`src/logic/bvdpc_defines.vh`:
```
`ifndef BVDPC_DEFINES_VH
`define BVDPC_DEFINES_VH

// configuration dword offsets
`define BVDPC_OFF_BRIDGE_CTRL 8'h3c
`define BVDPC_OFF_PM_CAP 8'h40
`define BVDPC_OFF_PM_STAT_CTRL 8'h44

// bridge control / interrupt signal fields
`define BVDPC_INTR_LINE_LSB 0
`define BVDPC_INTR_PIN_LSB 8
`define BVDPC_PERR_RESP_BIT 16
`define BVDPC_SERR_EN_BIT 17
`define BVDPC_ISA_EN_BIT 18
`define BVDPC_VGA_EN_BIT 19
`define BVDPC_VGA16_BIT 20
`define BVDPC_SEC_RESET_BIT 22
`define BVDPC_INTR_PIN_RST 8'h01
`define BVDPC_INTR_LINE_RST 8'h00
`define BVDPC_BRIDGE_RST 1'b0

// power management capability fields
`define BVDPC_CAP_ID_LSB 0
`define BVDPC_NEXT_PTR_LSB 8
`define BVDPC_VERSION_LSB 16
`define BVDPC_DSI_BIT 21
`define BVDPC_AUX_CUR_LSB 22
`define BVDPC_PME_SUP_LSB 27
`define BVDPC_CAP_ID_RST 8'h01
`define BVDPC_NEXT_PTR_RST 8'h48
`define BVDPC_VERSION_RST 3'h3
`define BVDPC_DSI_RST 1'b0
`define BVDPC_AUX_CUR_RST 3'h0
`define BVDPC_PME_SUP_RST 5'h19

// power management status/control fields
`define BVDPC_PWR_STATE_LSB 0
`define BVDPC_NO_SOFT_RST_BIT 3
`define BVDPC_PME_EN_BIT 8
`define BVDPC_PME_STAT_BIT 15
`define BVDPC_PWR_D0 2'h0
`define BVDPC_PWR_D3HOT 2'h3
`define BVDPC_NO_SOFT_RST_RST 1'b1
`define BVDPC_PME_RST 1'b0

// command register bits and legacy display windows
`define BVDPC_CMD_IO_BIT 0
`define BVDPC_CMD_MEM_BIT 1
`define BVDPC_VGA_MEM_LO 32'h000a0000
`define BVDPC_VGA_MEM_HI 32'h000bffff
`define BVDPC_VGA_IO_A_LO 10'h3b0
`define BVDPC_VGA_IO_A_HI 10'h3bb
`define BVDPC_VGA_IO_B_LO 10'h3c0
`define BVDPC_VGA_IO_B_HI 10'h3df

`endif

```
`src/logic/bvdpc_top.v`:
```
`timescale 1ns/1ps
`default_nettype none
`include "bvdpc_defines.vh"

module bvdpc_top (
  input wire i_core_clk,
  input wire i_rst,
  input wire i_ce,
  // configuration access
  input wire i_cfg_wr,
  input wire i_cfg_rd,
  input wire [7:0] i_cfg_addr,
  input wire [31:0] i_cfg_wdata,
  input wire [3:0] i_cfg_be,
  output reg [31:0] o_cfg_rdata,
  output reg o_cfg_rvalid,
  // serial eeprom / two-wire preset loader
  input wire i_ld_wr,
  input wire [7:0] i_ld_addr,
  input wire [31:0] i_ld_wdata,
  // command register state and programmed windows, from config space
  input wire [1:0] i_cmd_access_en,
  input wire i_pri_mem_win_hit,
  input wire i_pri_io_win_hit,
  input wire i_sec_mem_win_hit,
  input wire i_sec_io_win_hit,
  input wire i_egress_port,
  // request decode, primary side
  input wire [31:0] i_pri_addr,
  input wire i_pri_is_io,
  output wire o_pri_fwd,
  // request decode, secondary side
  input wire [31:0] i_sec_addr,
  input wire i_sec_is_io,
  output wire o_sec_fwd,
  // control outputs
  output reg o_hot_reset,
  output reg o_store_fwd,
  output wire o_vga_en,
  output wire [1:0] o_pwr_state
);

  // writable bridge control state
  reg [7:0] intr_line_q;
  reg [7:0] intr_pin_q;
  reg perr_resp_q;
  reg serr_en_q;
  reg isa_en_q;
  reg vga_en_q;
  reg vga16_q;
  reg sec_reset_q;

  // capability fields, loader-presettable only
  reg [7:0] cap_id_q;
  reg [7:0] next_ptr_q;
  reg [2:0] version_q;
  reg dsi_q;
  reg [2:0] aux_cur_q;
  reg [4:0] pme_sup_q;

  // pm status/control
  reg [1:0] pwr_state_q;
  reg no_soft_rst_q;
  reg pme_en_q;
  reg pme_stat_q;

  wire wr_bc = i_cfg_wr && (i_cfg_addr == `BVDPC_OFF_BRIDGE_CTRL);
  wire wr_ps = i_cfg_wr && (i_cfg_addr == `BVDPC_OFF_PM_STAT_CTRL);
  wire ld_bc = i_ld_wr && (i_ld_addr == `BVDPC_OFF_BRIDGE_CTRL);
  wire ld_cap = i_ld_wr && (i_ld_addr == `BVDPC_OFF_PM_CAP);
  wire ld_ps = i_ld_wr && (i_ld_addr == `BVDPC_OFF_PM_STAT_CTRL);

  wire [1:0] new_state = i_cfg_wdata[`BVDPC_PWR_STATE_LSB +: 2];
  wire state_ok = (new_state == `BVDPC_PWR_D0) ||
                  (new_state == `BVDPC_PWR_D3HOT);

  // next values; a loader preset wins over a config write to the same dword
  reg [7:0] intr_line_d;
  reg [7:0] intr_pin_d;
  reg perr_resp_d;
  reg serr_en_d;
  reg isa_en_d;
  reg vga_en_d;
  reg vga16_d;
  reg sec_reset_d;
  reg [7:0] cap_id_d;
  reg [7:0] next_ptr_d;
  reg [2:0] version_d;
  reg dsi_d;
  reg [2:0] aux_cur_d;
  reg [4:0] pme_sup_d;
  reg [1:0] pwr_state_d;
  reg no_soft_rst_d;
  reg pme_en_d;
  reg pme_stat_d;
  wire [1:0] ld_state = i_ld_wdata[`BVDPC_PWR_STATE_LSB +: 2];
  wire ld_state_ok = (ld_state == `BVDPC_PWR_D0) ||
                     (ld_state == `BVDPC_PWR_D3HOT);

  // bridge control; config writes reach only the interrupt line in byte 0 and bits 16-20 and 22 of byte 2
  always @* begin
    intr_line_d = intr_line_q;
    intr_pin_d = intr_pin_q;
    perr_resp_d = perr_resp_q;
    serr_en_d = serr_en_q;
    isa_en_d = isa_en_q;
    vga_en_d = vga_en_q;
    vga16_d = vga16_q;
    sec_reset_d = sec_reset_q;
    if (ld_bc) begin
      intr_line_d = i_ld_wdata[`BVDPC_INTR_LINE_LSB +: 8];
      intr_pin_d = i_ld_wdata[`BVDPC_INTR_PIN_LSB +: 8];
      perr_resp_d = i_ld_wdata[`BVDPC_PERR_RESP_BIT];
      serr_en_d = i_ld_wdata[`BVDPC_SERR_EN_BIT];
      isa_en_d = i_ld_wdata[`BVDPC_ISA_EN_BIT];
      vga_en_d = i_ld_wdata[`BVDPC_VGA_EN_BIT];
      vga16_d = i_ld_wdata[`BVDPC_VGA16_BIT];
      sec_reset_d = i_ld_wdata[`BVDPC_SEC_RESET_BIT];
    end else if (wr_bc) begin
      if (i_cfg_be[0]) begin
        intr_line_d = i_cfg_wdata[`BVDPC_INTR_LINE_LSB +: 8];
      end
      if (i_cfg_be[2]) begin
        perr_resp_d = i_cfg_wdata[`BVDPC_PERR_RESP_BIT];
        serr_en_d = i_cfg_wdata[`BVDPC_SERR_EN_BIT];
        isa_en_d = i_cfg_wdata[`BVDPC_ISA_EN_BIT];
        vga_en_d = i_cfg_wdata[`BVDPC_VGA_EN_BIT];
        vga16_d = i_cfg_wdata[`BVDPC_VGA16_BIT];
        sec_reset_d = i_cfg_wdata[`BVDPC_SEC_RESET_BIT];
      end
    end
  end

  always @(posedge i_core_clk or posedge i_rst) begin
    if (i_rst) begin
      intr_line_q <= `BVDPC_INTR_LINE_RST;
      intr_pin_q <= `BVDPC_INTR_PIN_RST;
      perr_resp_q <= `BVDPC_BRIDGE_RST;
      serr_en_q <= `BVDPC_BRIDGE_RST;
      isa_en_q <= `BVDPC_BRIDGE_RST;
      vga_en_q <= `BVDPC_BRIDGE_RST;
      vga16_q <= `BVDPC_BRIDGE_RST;
      sec_reset_q <= `BVDPC_BRIDGE_RST;
    end else if (i_ce) begin
      intr_line_q <= intr_line_d;
      intr_pin_q <= intr_pin_d;
      perr_resp_q <= perr_resp_d;
      serr_en_q <= serr_en_d;
      isa_en_q <= isa_en_d;
      vga_en_q <= vga_en_d;
      vga16_q <= vga16_d;
      sec_reset_q <= sec_reset_d;
    end
  end

  // capability header is read-only to config; only the loader reaches it
  always @* begin
    cap_id_d = cap_id_q;
    next_ptr_d = next_ptr_q;
    version_d = version_q;
    dsi_d = dsi_q;
    aux_cur_d = aux_cur_q;
    pme_sup_d = pme_sup_q;
    if (ld_cap) begin
      cap_id_d = i_ld_wdata[`BVDPC_CAP_ID_LSB +: 8];
      next_ptr_d = i_ld_wdata[`BVDPC_NEXT_PTR_LSB +: 8];
      version_d = i_ld_wdata[`BVDPC_VERSION_LSB +: 3];
      dsi_d = i_ld_wdata[`BVDPC_DSI_BIT];
      aux_cur_d = i_ld_wdata[`BVDPC_AUX_CUR_LSB +: 3];
      pme_sup_d = i_ld_wdata[`BVDPC_PME_SUP_LSB +: 5];
    end
  end

  always @(posedge i_core_clk or posedge i_rst) begin
    if (i_rst) begin
      cap_id_q <= `BVDPC_CAP_ID_RST;
      next_ptr_q <= `BVDPC_NEXT_PTR_RST;
      version_q <= `BVDPC_VERSION_RST;
      dsi_q <= `BVDPC_DSI_RST;
      aux_cur_q <= `BVDPC_AUX_CUR_RST;
      pme_sup_q <= `BVDPC_PME_SUP_RST;
    end else if (i_ce) begin
      cap_id_q <= cap_id_d;
      next_ptr_q <= next_ptr_d;
      version_q <= version_d;
      dsi_q <= dsi_d;
      aux_cur_q <= aux_cur_d;
      pme_sup_q <= pme_sup_d;
    end
  end

  // power state: unsupported encodings are discarded, from either source
  always @* begin
    pwr_state_d = pwr_state_q;
    no_soft_rst_d = no_soft_rst_q;
    pme_en_d = pme_en_q;
    pme_stat_d = pme_stat_q;
    if (ld_ps) begin
      no_soft_rst_d = i_ld_wdata[`BVDPC_NO_SOFT_RST_BIT];
      if (ld_state_ok) begin
        pwr_state_d = ld_state;
      end
    end else if (wr_ps) begin
      if (i_cfg_be[0] && state_ok) begin
        pwr_state_d = new_state;
      end
      if (i_cfg_be[1]) begin
        pme_en_d = i_cfg_wdata[`BVDPC_PME_EN_BIT];
        // write-one-to-clear; nothing in this block sets the status
        if (i_cfg_wdata[`BVDPC_PME_STAT_BIT]) begin
          pme_stat_d = 1'b0;
        end
      end
    end
  end

  always @(posedge i_core_clk or posedge i_rst) begin
    if (i_rst) begin
      pwr_state_q <= `BVDPC_PWR_D0;
      no_soft_rst_q <= `BVDPC_NO_SOFT_RST_RST;
      pme_en_q <= `BVDPC_PME_RST;
      pme_stat_q <= `BVDPC_PME_RST;
    end else if (i_ce) begin
      pwr_state_q <= pwr_state_d;
      no_soft_rst_q <= no_soft_rst_d;
      pme_en_q <= pme_en_d;
      pme_stat_q <= pme_stat_d;
    end
  end

  // read words; reserved and unimplemented bits read zero
  reg [31:0] bc_word;
  reg [31:0] cap_word;
  reg [31:0] ps_word;
  reg [31:0] rd_d;
  always @* begin
    bc_word = 32'h00000000;
    bc_word[`BVDPC_INTR_LINE_LSB +: 8] = intr_line_q;
    bc_word[`BVDPC_INTR_PIN_LSB +: 8] = intr_pin_q;
    bc_word[`BVDPC_PERR_RESP_BIT] = perr_resp_q;
    bc_word[`BVDPC_SERR_EN_BIT] = serr_en_q;
    bc_word[`BVDPC_ISA_EN_BIT] = isa_en_q;
    bc_word[`BVDPC_VGA_EN_BIT] = vga_en_q;
    bc_word[`BVDPC_VGA16_BIT] = vga16_q;
    bc_word[`BVDPC_SEC_RESET_BIT] = sec_reset_q;
  end

  always @* begin
    cap_word = 32'h00000000;
    cap_word[`BVDPC_CAP_ID_LSB +: 8] = cap_id_q;
    cap_word[`BVDPC_NEXT_PTR_LSB +: 8] = next_ptr_q;
    cap_word[`BVDPC_VERSION_LSB +: 3] = version_q;
    cap_word[`BVDPC_DSI_BIT] = dsi_q;
    cap_word[`BVDPC_AUX_CUR_LSB +: 3] = aux_cur_q;
    cap_word[`BVDPC_PME_SUP_LSB +: 5] = pme_sup_q;
  end

  always @* begin
    ps_word = 32'h00000000;
    ps_word[`BVDPC_PWR_STATE_LSB +: 2] = pwr_state_q;
    ps_word[`BVDPC_NO_SOFT_RST_BIT] = no_soft_rst_q;
    ps_word[`BVDPC_PME_EN_BIT] = pme_en_q;
    ps_word[`BVDPC_PME_STAT_BIT] = pme_stat_q;
  end

  always @* begin
    case (i_cfg_addr)
      `BVDPC_OFF_BRIDGE_CTRL: rd_d = bc_word;
      `BVDPC_OFF_PM_CAP: rd_d = cap_word;
      `BVDPC_OFF_PM_STAT_CTRL: rd_d = ps_word;
      default: rd_d = 32'h00000000;
    endcase
  end

  always @(posedge i_core_clk or posedge i_rst) begin
    if (i_rst) begin
      o_cfg_rdata <= 32'h00000000;
      o_cfg_rvalid <= 1'b0;
      o_hot_reset <= 1'b0;
      o_store_fwd <= 1'b0;
    end else if (i_ce) begin
      o_cfg_rvalid <= i_cfg_rd;
      if (i_cfg_rd) begin
        o_cfg_rdata <= rd_d;
      end
      o_hot_reset <= sec_reset_q;
      o_store_fwd <= vga_en_q && i_egress_port;
    end
  end

  wire pri_hit;
  wire sec_hit;
  bvdpc_vga_match u_pri_match (
    .i_addr(i_pri_addr),
    .i_is_io(i_pri_is_io),
    .i_vga16(vga16_q),
    .o_hit(pri_hit)
  );
  bvdpc_vga_match u_sec_match (
    .i_addr(i_sec_addr),
    .i_is_io(i_sec_is_io),
    .i_vga16(vga16_q),
    .o_hit(sec_hit)
  );

  wire pri_en = i_pri_is_io ? i_cmd_access_en[`BVDPC_CMD_IO_BIT] :
                              i_cmd_access_en[`BVDPC_CMD_MEM_BIT];
  wire sec_en = i_sec_is_io ? i_cmd_access_en[`BVDPC_CMD_IO_BIT] :
                              i_cmd_access_en[`BVDPC_CMD_MEM_BIT];
  wire pri_win = i_pri_is_io ? i_pri_io_win_hit : i_pri_mem_win_hit;
  wire sec_win = i_sec_is_io ? i_sec_io_win_hit : i_sec_mem_win_hit;

  // vga hit bypasses windows and isa enable, but still needs the command access enable bit
  assign o_pri_fwd = pri_en &&
                     ((vga_en_q && pri_hit) || pri_win);
  // upstream traffic goes when outside the downstream windows and not a vga hit while vga enable is set
  assign o_sec_fwd = sec_en && !sec_win &&
                     !(vga_en_q && sec_hit);
  assign o_vga_en = vga_en_q;
  assign o_pwr_state = pwr_state_q;

endmodule

`default_nettype wire

```
`src/logic/bvdpc_vga_match.v`:
```
`timescale 1ns/1ps
`default_nettype none
`include "bvdpc_defines.vh"

// legacy display address match for one direction of traffic
module bvdpc_vga_match (
  input wire [31:0] i_addr,
  input wire i_is_io,
  input wire i_vga16,
  output wire o_hit
);
  wire [9:0] lo10 = i_addr[9:0];
  wire io_range = ((lo10 >= `BVDPC_VGA_IO_A_LO) &&
                   (lo10 <= `BVDPC_VGA_IO_A_HI)) ||
                  ((lo10 >= `BVDPC_VGA_IO_B_LO) &&
                   (lo10 <= `BVDPC_VGA_IO_B_HI));
  // 10-bit compare ignores aliases in bits 15:10 unless i_vga16 is set, which requires bits 15:10 to be zero
  wire io_alias_ok = i_vga16 ? (i_addr[15:10] == 6'h00) : 1'b1;
  wire io_hit = (i_addr[31:16] == 16'h0000) && io_range && io_alias_ok;
  wire mem_hit = (i_addr >= `BVDPC_VGA_MEM_LO) &&
                 (i_addr <= `BVDPC_VGA_MEM_HI);
  assign o_hit = i_is_io ? io_hit : mem_hit;
endmodule

`default_nettype wire

```
`config.mk`:
```
export PLATFORM = sky130hd
export DESIGN_NAME = bvdpc_top
export DESIGN_NICKNAME = d
export VERILOG_FILES = /design/src/logic/bvdpc_top.v /design/src/logic/bvdpc_vga_match.v
export VERILOG_INCLUDE_DIRS = /design/src /design/src/logic
export SDC_FILE = /design/constraint.sdc
export NUM_CORES = 1
export LEC_CHECK = 0
export ABC_AREA = 1
export BUFFER_PORTS_ARGS = -buffer_cell sky130_fd_sc_hd__buf_2
export CORE_MARGIN = 8
export CORE_UTILIZATION = 51
export DETAILED_ROUTE_END_ITERATION = 10
export PLACE_DENSITY = 0.95
export REMOVE_ABC_BUFFERS = 1
export SYNTH_ARGS = -nofsm -noshare
export SYNTH_HDL_FRONTEND = slang
export SYNTH_SLANG_ARGS = --single-unit
export TNS_END_PERCENT = 20
```
`constraint.sdc`:
```
create_clock -name i_core_clk -period 4 [get_ports i_core_clk]
set_clock_uncertainty 0.1 [all_clocks]
set_input_delay 0.2 -clock i_core_clk [delete_from_list [all_inputs] [get_ports i_core_clk]]
set_output_delay 0.2 -clock i_core_clk [all_outputs]
set_load 0.02 [all_outputs]
```
# After elaboration in Yosys (flattened, before gate mapping)
# Index checks and enable logic that the tools add are counted.
# Widths: inputs -> output; s select.
# word_totals
reg_bits,89
input_bits,163
out_inout_bits,40
word_cells,125
# classes
magnitude_cmp,12
eq_ne,9
muxes,34
bitwise,1
reduce_logical,48
# op_table
op,n
$pmux 32 s3,1
$ge 32x20->1 const B,2
$le 32x20->1 const B,2
$ge 10x10->1 const B,4
$le 10x10->1 const B,4
$eq 8x7->1 const B,4
$logic_not 16->1,2
$mux 1,26
$mux 8,3
$logic_and 1x1->1,22
$eq 8x6->1 const B,2
$logic_not 6->1,2
$reduce_bool 2->1,5
$mux 2,4
$reduce_and 2->1,4
$reduce_and 4->1,2
$reduce_and 3->1,2
$logic_or 1x1->1,5
$eq 2x2->1 const B,2
$logic_not 2->1,2
$logic_not 1->1,2
$ne 2x1->1 const B,1
$not 1->1,1

# Depth between registers and ports, before layout
# logic_depth
word_depth,9
depth_mapped,10
mapped_depth_nobuf,9

# Cells and area by module
# Synthesis repeated with hierarchy kept, for this count alone.
# unflattened
cells_unflattened,609
hier_area_um2,4594.4
# modules_own_cells
mod,instances,cells_each,area_per_inst_um2,seq_area_each_um2
bvdpc_top,1,539,4299.1,2189.6
bvdpc_vga_match,2,35,147.6,0.0

# Worst setup path before layout
# No wires, ideal clock.
# synth_timing
path_kind,register -> output
from,"register vga_en_q, in the netlist o_vga_en"
to,output port o_pri_fwd
arrival_time_ns,1.134
required_ns,3.700
setup_slack_ns,2.566
stages_incl_launch_ff,5
path_buffers,0
path_cell_list,dfrtp_1 nand4_1 a21oi_1 nand2_1 a21oi_1
# synth_between
elab_chain_len,3
# synth_lines
element,line,text
from (decl),bvdpc_top.v:49,reg vga_en_q;
from (signal assigned),bvdpc_top.v:141,vga_en_q <= `BVDPC_BRIDGE_RST;
from (signal assigned),bvdpc_top.v:150,vga_en_q <= vga_en_d;
$logic_and 1x1->1,bvdpc_top.v:315,((vga_en_q && pri_hit) || pri_win);
$logic_or 1x1->1,bvdpc_top.v:315,
$logic_and 1x1->1,bvdpc_top.v:314,assign o_pri_fwd = pri_en &&
to (decl),bvdpc_top.v:31,"output wire o_pri_fwd,"
# No other way between the ends.

# Final worst setup path
# layout_timing
from,input port i_ld_addr[7]
to,register intr_line_q[1]
# layout_between
elab_chain_len,4
word_cells_on_any_way,6
classes_between,eq/ne (1); mux (1); reduce/logical (4)
# layout_lines
element,line,text
from (decl),bvdpc_top.v:19,"input wire [7:0] i_ld_addr,"
$eq 8x6->1 (no source line) *,-,
$logic_and 1x1->1 *,bvdpc_top.v:69,wire ld_bc = i_ld_wr && (i_ld_addr == `BVDPC_OFF_BRIDGE_CTRL);
$reduce_bool 2->1 (no source line),-,
$reduce_and 3->1 (no source line),-,
to (signal assigned),bvdpc_top.v:136,intr_line_q <= `BVDPC_INTR_LINE_RST;
to (signal assigned),bvdpc_top.v:145,intr_line_q <= intr_line_d;
to (decl),bvdpc_top.v:44,reg [7:0] intr_line_q;
# Mark *: on every way between the ends. The rest lies on a longest branch, timed or not.
# A chain may end at the register's enable or synchronous reset.

==> impl_metrics.ini <==
[synthesis]
synth-seq-cells = 87
ys_async_sr_fraction_pct = 100.0
synthFlopType = dfrtp_1
syn_avg_cell_area_um2 = 7.780
ys_top_cells_by_count = 257 x nand2_1, 77 x dfrtp_1, 41 x inv_1
synthTopCellsByArea = dfrtp_1 44%, nand2_1 22%, dfstp_2 5.9%
yosysWarnings = 0
syn_area_um2 = 4427
synth_most_common_cell = nand2_1
netlist.area_leader.share_pct = 43.53
yosys.area.top_type = dfrtp_1
synth-seq-area-share_pct = 49.46
syn_inst = 569
ys_types = 33
synth_edf_count = 0

[global_routing]
grt_overflow = 0
grt_pass1_vias = 4458
grt_pass1_wl_um = 20710
antenna_found_initial = 0
track_usage_pct = 22.41
grt_max_degree = 52

[routing]
final_antenna_net_count = 0
drt-wirelength-per-cell_um = 15.54
drt_pass1_iterations = 7
num_vias = 4432
vias_per_cell = 5.118
drt-total-wl_um = 13460
drcViolationCount = 0
drt-initial-drc-count = 251

[power]
vdd_drop_max_uv = 188.0
power.density_nw_per_um2 = 305.1
p_leak_nw = 3.323

[clock_tree]
max-clock-path-buffers = 2
clock-root-buffer = clkbuf_8
postCtsSetupRepairBufs = 0
clk_latency_ps = 350
cts_buffers = 9
cts_sinks = 87
clkTransAtPathRegs_ps = 80
cts_tree = done
cts_htree_levels = 3

[worst_setup_path]
cp-start-kind = input port
slowest_stage = nand3_2
critical_path_buf_inv_count = 2
cp_common_cell = nand2_1
crit_fanout = 32
ff2ff_path_depth = 4
rrSetupSlack_ps = 3020
rr_startpoint = intr_pin_q[0]
cp_cell_sequence = buf_2 -> inv_1 -> nand2_1 -> nor3_4 -> nand3_2 -> nand2_2 -> nand2_1 -> nand2_1
critical-path-top-delay-family = simple AND/OR/NAND/NOR gates
cpPeakStageDelay_ps = 690
arrival_ps = 2190
endpoint_kind = register
path_class = in2reg
r2r-end = o_cfg_rdata[8]
critPathRequiredTime_ps = 4180
path_depth = 8

[sta]
hold_ws_ps = 1.103
drv_slew = 0
fin_crit_ps = 2004
rsz0062_at_grt = false
finalSetupTns_ps = 0
final_min_period_over_clock_period_pct = 50.10
finalSetupViolCount = 0
max_freq_mhz = 499.0
slew-limit-headroom_pct = 32.21
tightest_slew_ps = 1016
hold_viol = 0

[worst_hold_path]
min_from = i_egress_port
holdCritPathClass = in2reg
holdPathStages = 3
hold_end = o_store_fwd

[run_status]
status = complete, no violations

[die]
die_y_um = 109.2
floorplan.initialDensity_pct = 51.77
dieArea_um2 = 11920
placementRows = 34
core_um2 = 8551
io_pins = 203
dieWidth_um = 109.2

[layout]
finalNetCount = 915
final_layout_size_suffix_gt1_share_pct = 31.04
area_growth_pct = 28.91

[placed_design]
hpwl_um = 9695
gp_congestion = 0.8490
port_buffers = 176

[job]
cap_violations = 0
[how the worst max path moves through the flow]
| stage | start | slack (ps) | to |
|---|---|---|---|
| after floorplan | i_rst | 1470 | aux_cur_q[0] |
| after global placement | i_ld_addr[7] | 1690 | intr_line_q[4] |
| after detailed placement | i_ld_addr[7] | 1680 | intr_line_q[2] |
| after CTS | i_ld_addr[7] | 2040 | intr_line_q[2] |
| after global routing | i_ld_addr[7] | 1860 | intr_line_q[1] |
| final | i_ld_addr[7] | 2000 | intr_line_q[1] |
[registers in the layout, indices dropped and copies added, names as in the netlist, 2 cells and up]
name and cells:
aux_cur_q 3, cap_id_q 8, intr_line_q 8, intr_pin_q 8, next_ptr_q 8, o_cfg_rdata 30, o_pwr_state 2, pme_sup_q 5
version_q 3
[cell type report]
| class | instances | area [um2] |
|---|---|---|
| repair buffers | 194 | 1054 |
| clock buffers | 12 | 155.1 |
| fillers | 704 | 2844 |
| multi-input cells | 417 | 1954 |
| well taps | 108 | 135.1 |
| inverters | 43 | 162.7 |
| clock inverters | 4 | 53.80 |
| diodes | 1 | 2.502 |
| flip-flops and latches | 87 | 2190 |
[per-layer routing]
layer	wire [um]	vias to the layer above	part of all wire, %	GRT usage, %
met5	0	-	0	0
li1	-	2158	-	-
met2	6589	236	49	39.04
met1	5037	2004	37	25.52
met4	403	0	3.0	9.189
met3	1430	34	11	5.910
[logic make-up (layout without fill, tap and decap cells)]
| family | Yosys count | after routing | share of synthesized area (%) |
|---|---|---|---|
| simple gates | 351 | 351 | 33.66 |
| flops | 87 | 87 | 49.46 |
| buf+inv | 66 | 253 | 6.473 |
| compound gates | 48 | 48 | 5.540 |
| mux | 14 | 14 | 4.381 |
| xor+xnor | 2 | 2 | 0.3958 |
| other cells | 1 | 3 | 0.08471 |
[worst reg2reg max path, stage by stage, from the launching register on]
cell and delay [ps]:
dfstp_2 540, nand2_1 50, nand3_1 100, nand2_1 60
nand2_1 90
[report_power, final]
part | switching (W) | leakage [nW] | internal (W)
registers | 0.0000118 | 1.17 | 0.000899
logic | 0.000108 | 2.05 | 0.0000895
clock network | 0.000308 | 0.0988 | 0.000324
total | 0.000428 | 3.32 | 0.00131
[metrics by stage]
| stage | cell area [um2] | util, % | power, W | setup slack, ps | std cells |
|---|---|---|---|---|---|
| global placement | 5345 | 62.51 | 0.001108 | 1689 | 834 |
| detailed placement | 5345 | 62.51 | 0.001113 | 1680 | 834 |
| finish | 5707 | 66.74 | 0.001741 | 1996 | 866 |
| global route | 5704 | 66.71 | 0.001805 | 1860 | 865 |
| floorplan | 4305 | - | 0.001006 | 1466 | 547 |
| CTS | 5704 | 66.71 | 0.001745 | 2037 | 865 |
[repair_timing]
item | in CTS | in global routing
hold endpoints to repair | 57 | 0
hold buffers | 15 | 0
gates resized for setup | 0 | 0
[placed cells by master (no fill, tap or decap), types with 2 or more instances in the layout]
master | netlist | routed
o21ai_0 | 26 | 26
nor3_4 | 2 | 2
dfstp_2 | 10 | 10
a21oi_1 | 4 | 4
inv_2 | 2 | 2
clkbuf_8 | 0 | 11
nand2_1 | 257 | 257
o21ai_1 | 16 | 16
nor3_2 | 2 | 2
nor3_1 | 5 | 5
inv_1 | 41 | 40
clkinvlp_4 | 0 | 2
mux2_2 | 3 | 3
nand4_1 | 7 | 7
mux2_4 | 10 | 10
conb_1 | 1 | 2
nand3_1 | 40 | 40
buf_4 | 3 | 3
nand2_2 | 5 | 5
buf_2 | 10 | 176
xnor2_1 | 2 | 2
nor2_1 | 26 | 26
dfrtp_1 | 77 | 77
dlygate4sd3_1 | 0 | 15
No activity file was read; power rests on OpenSTA's default activity.
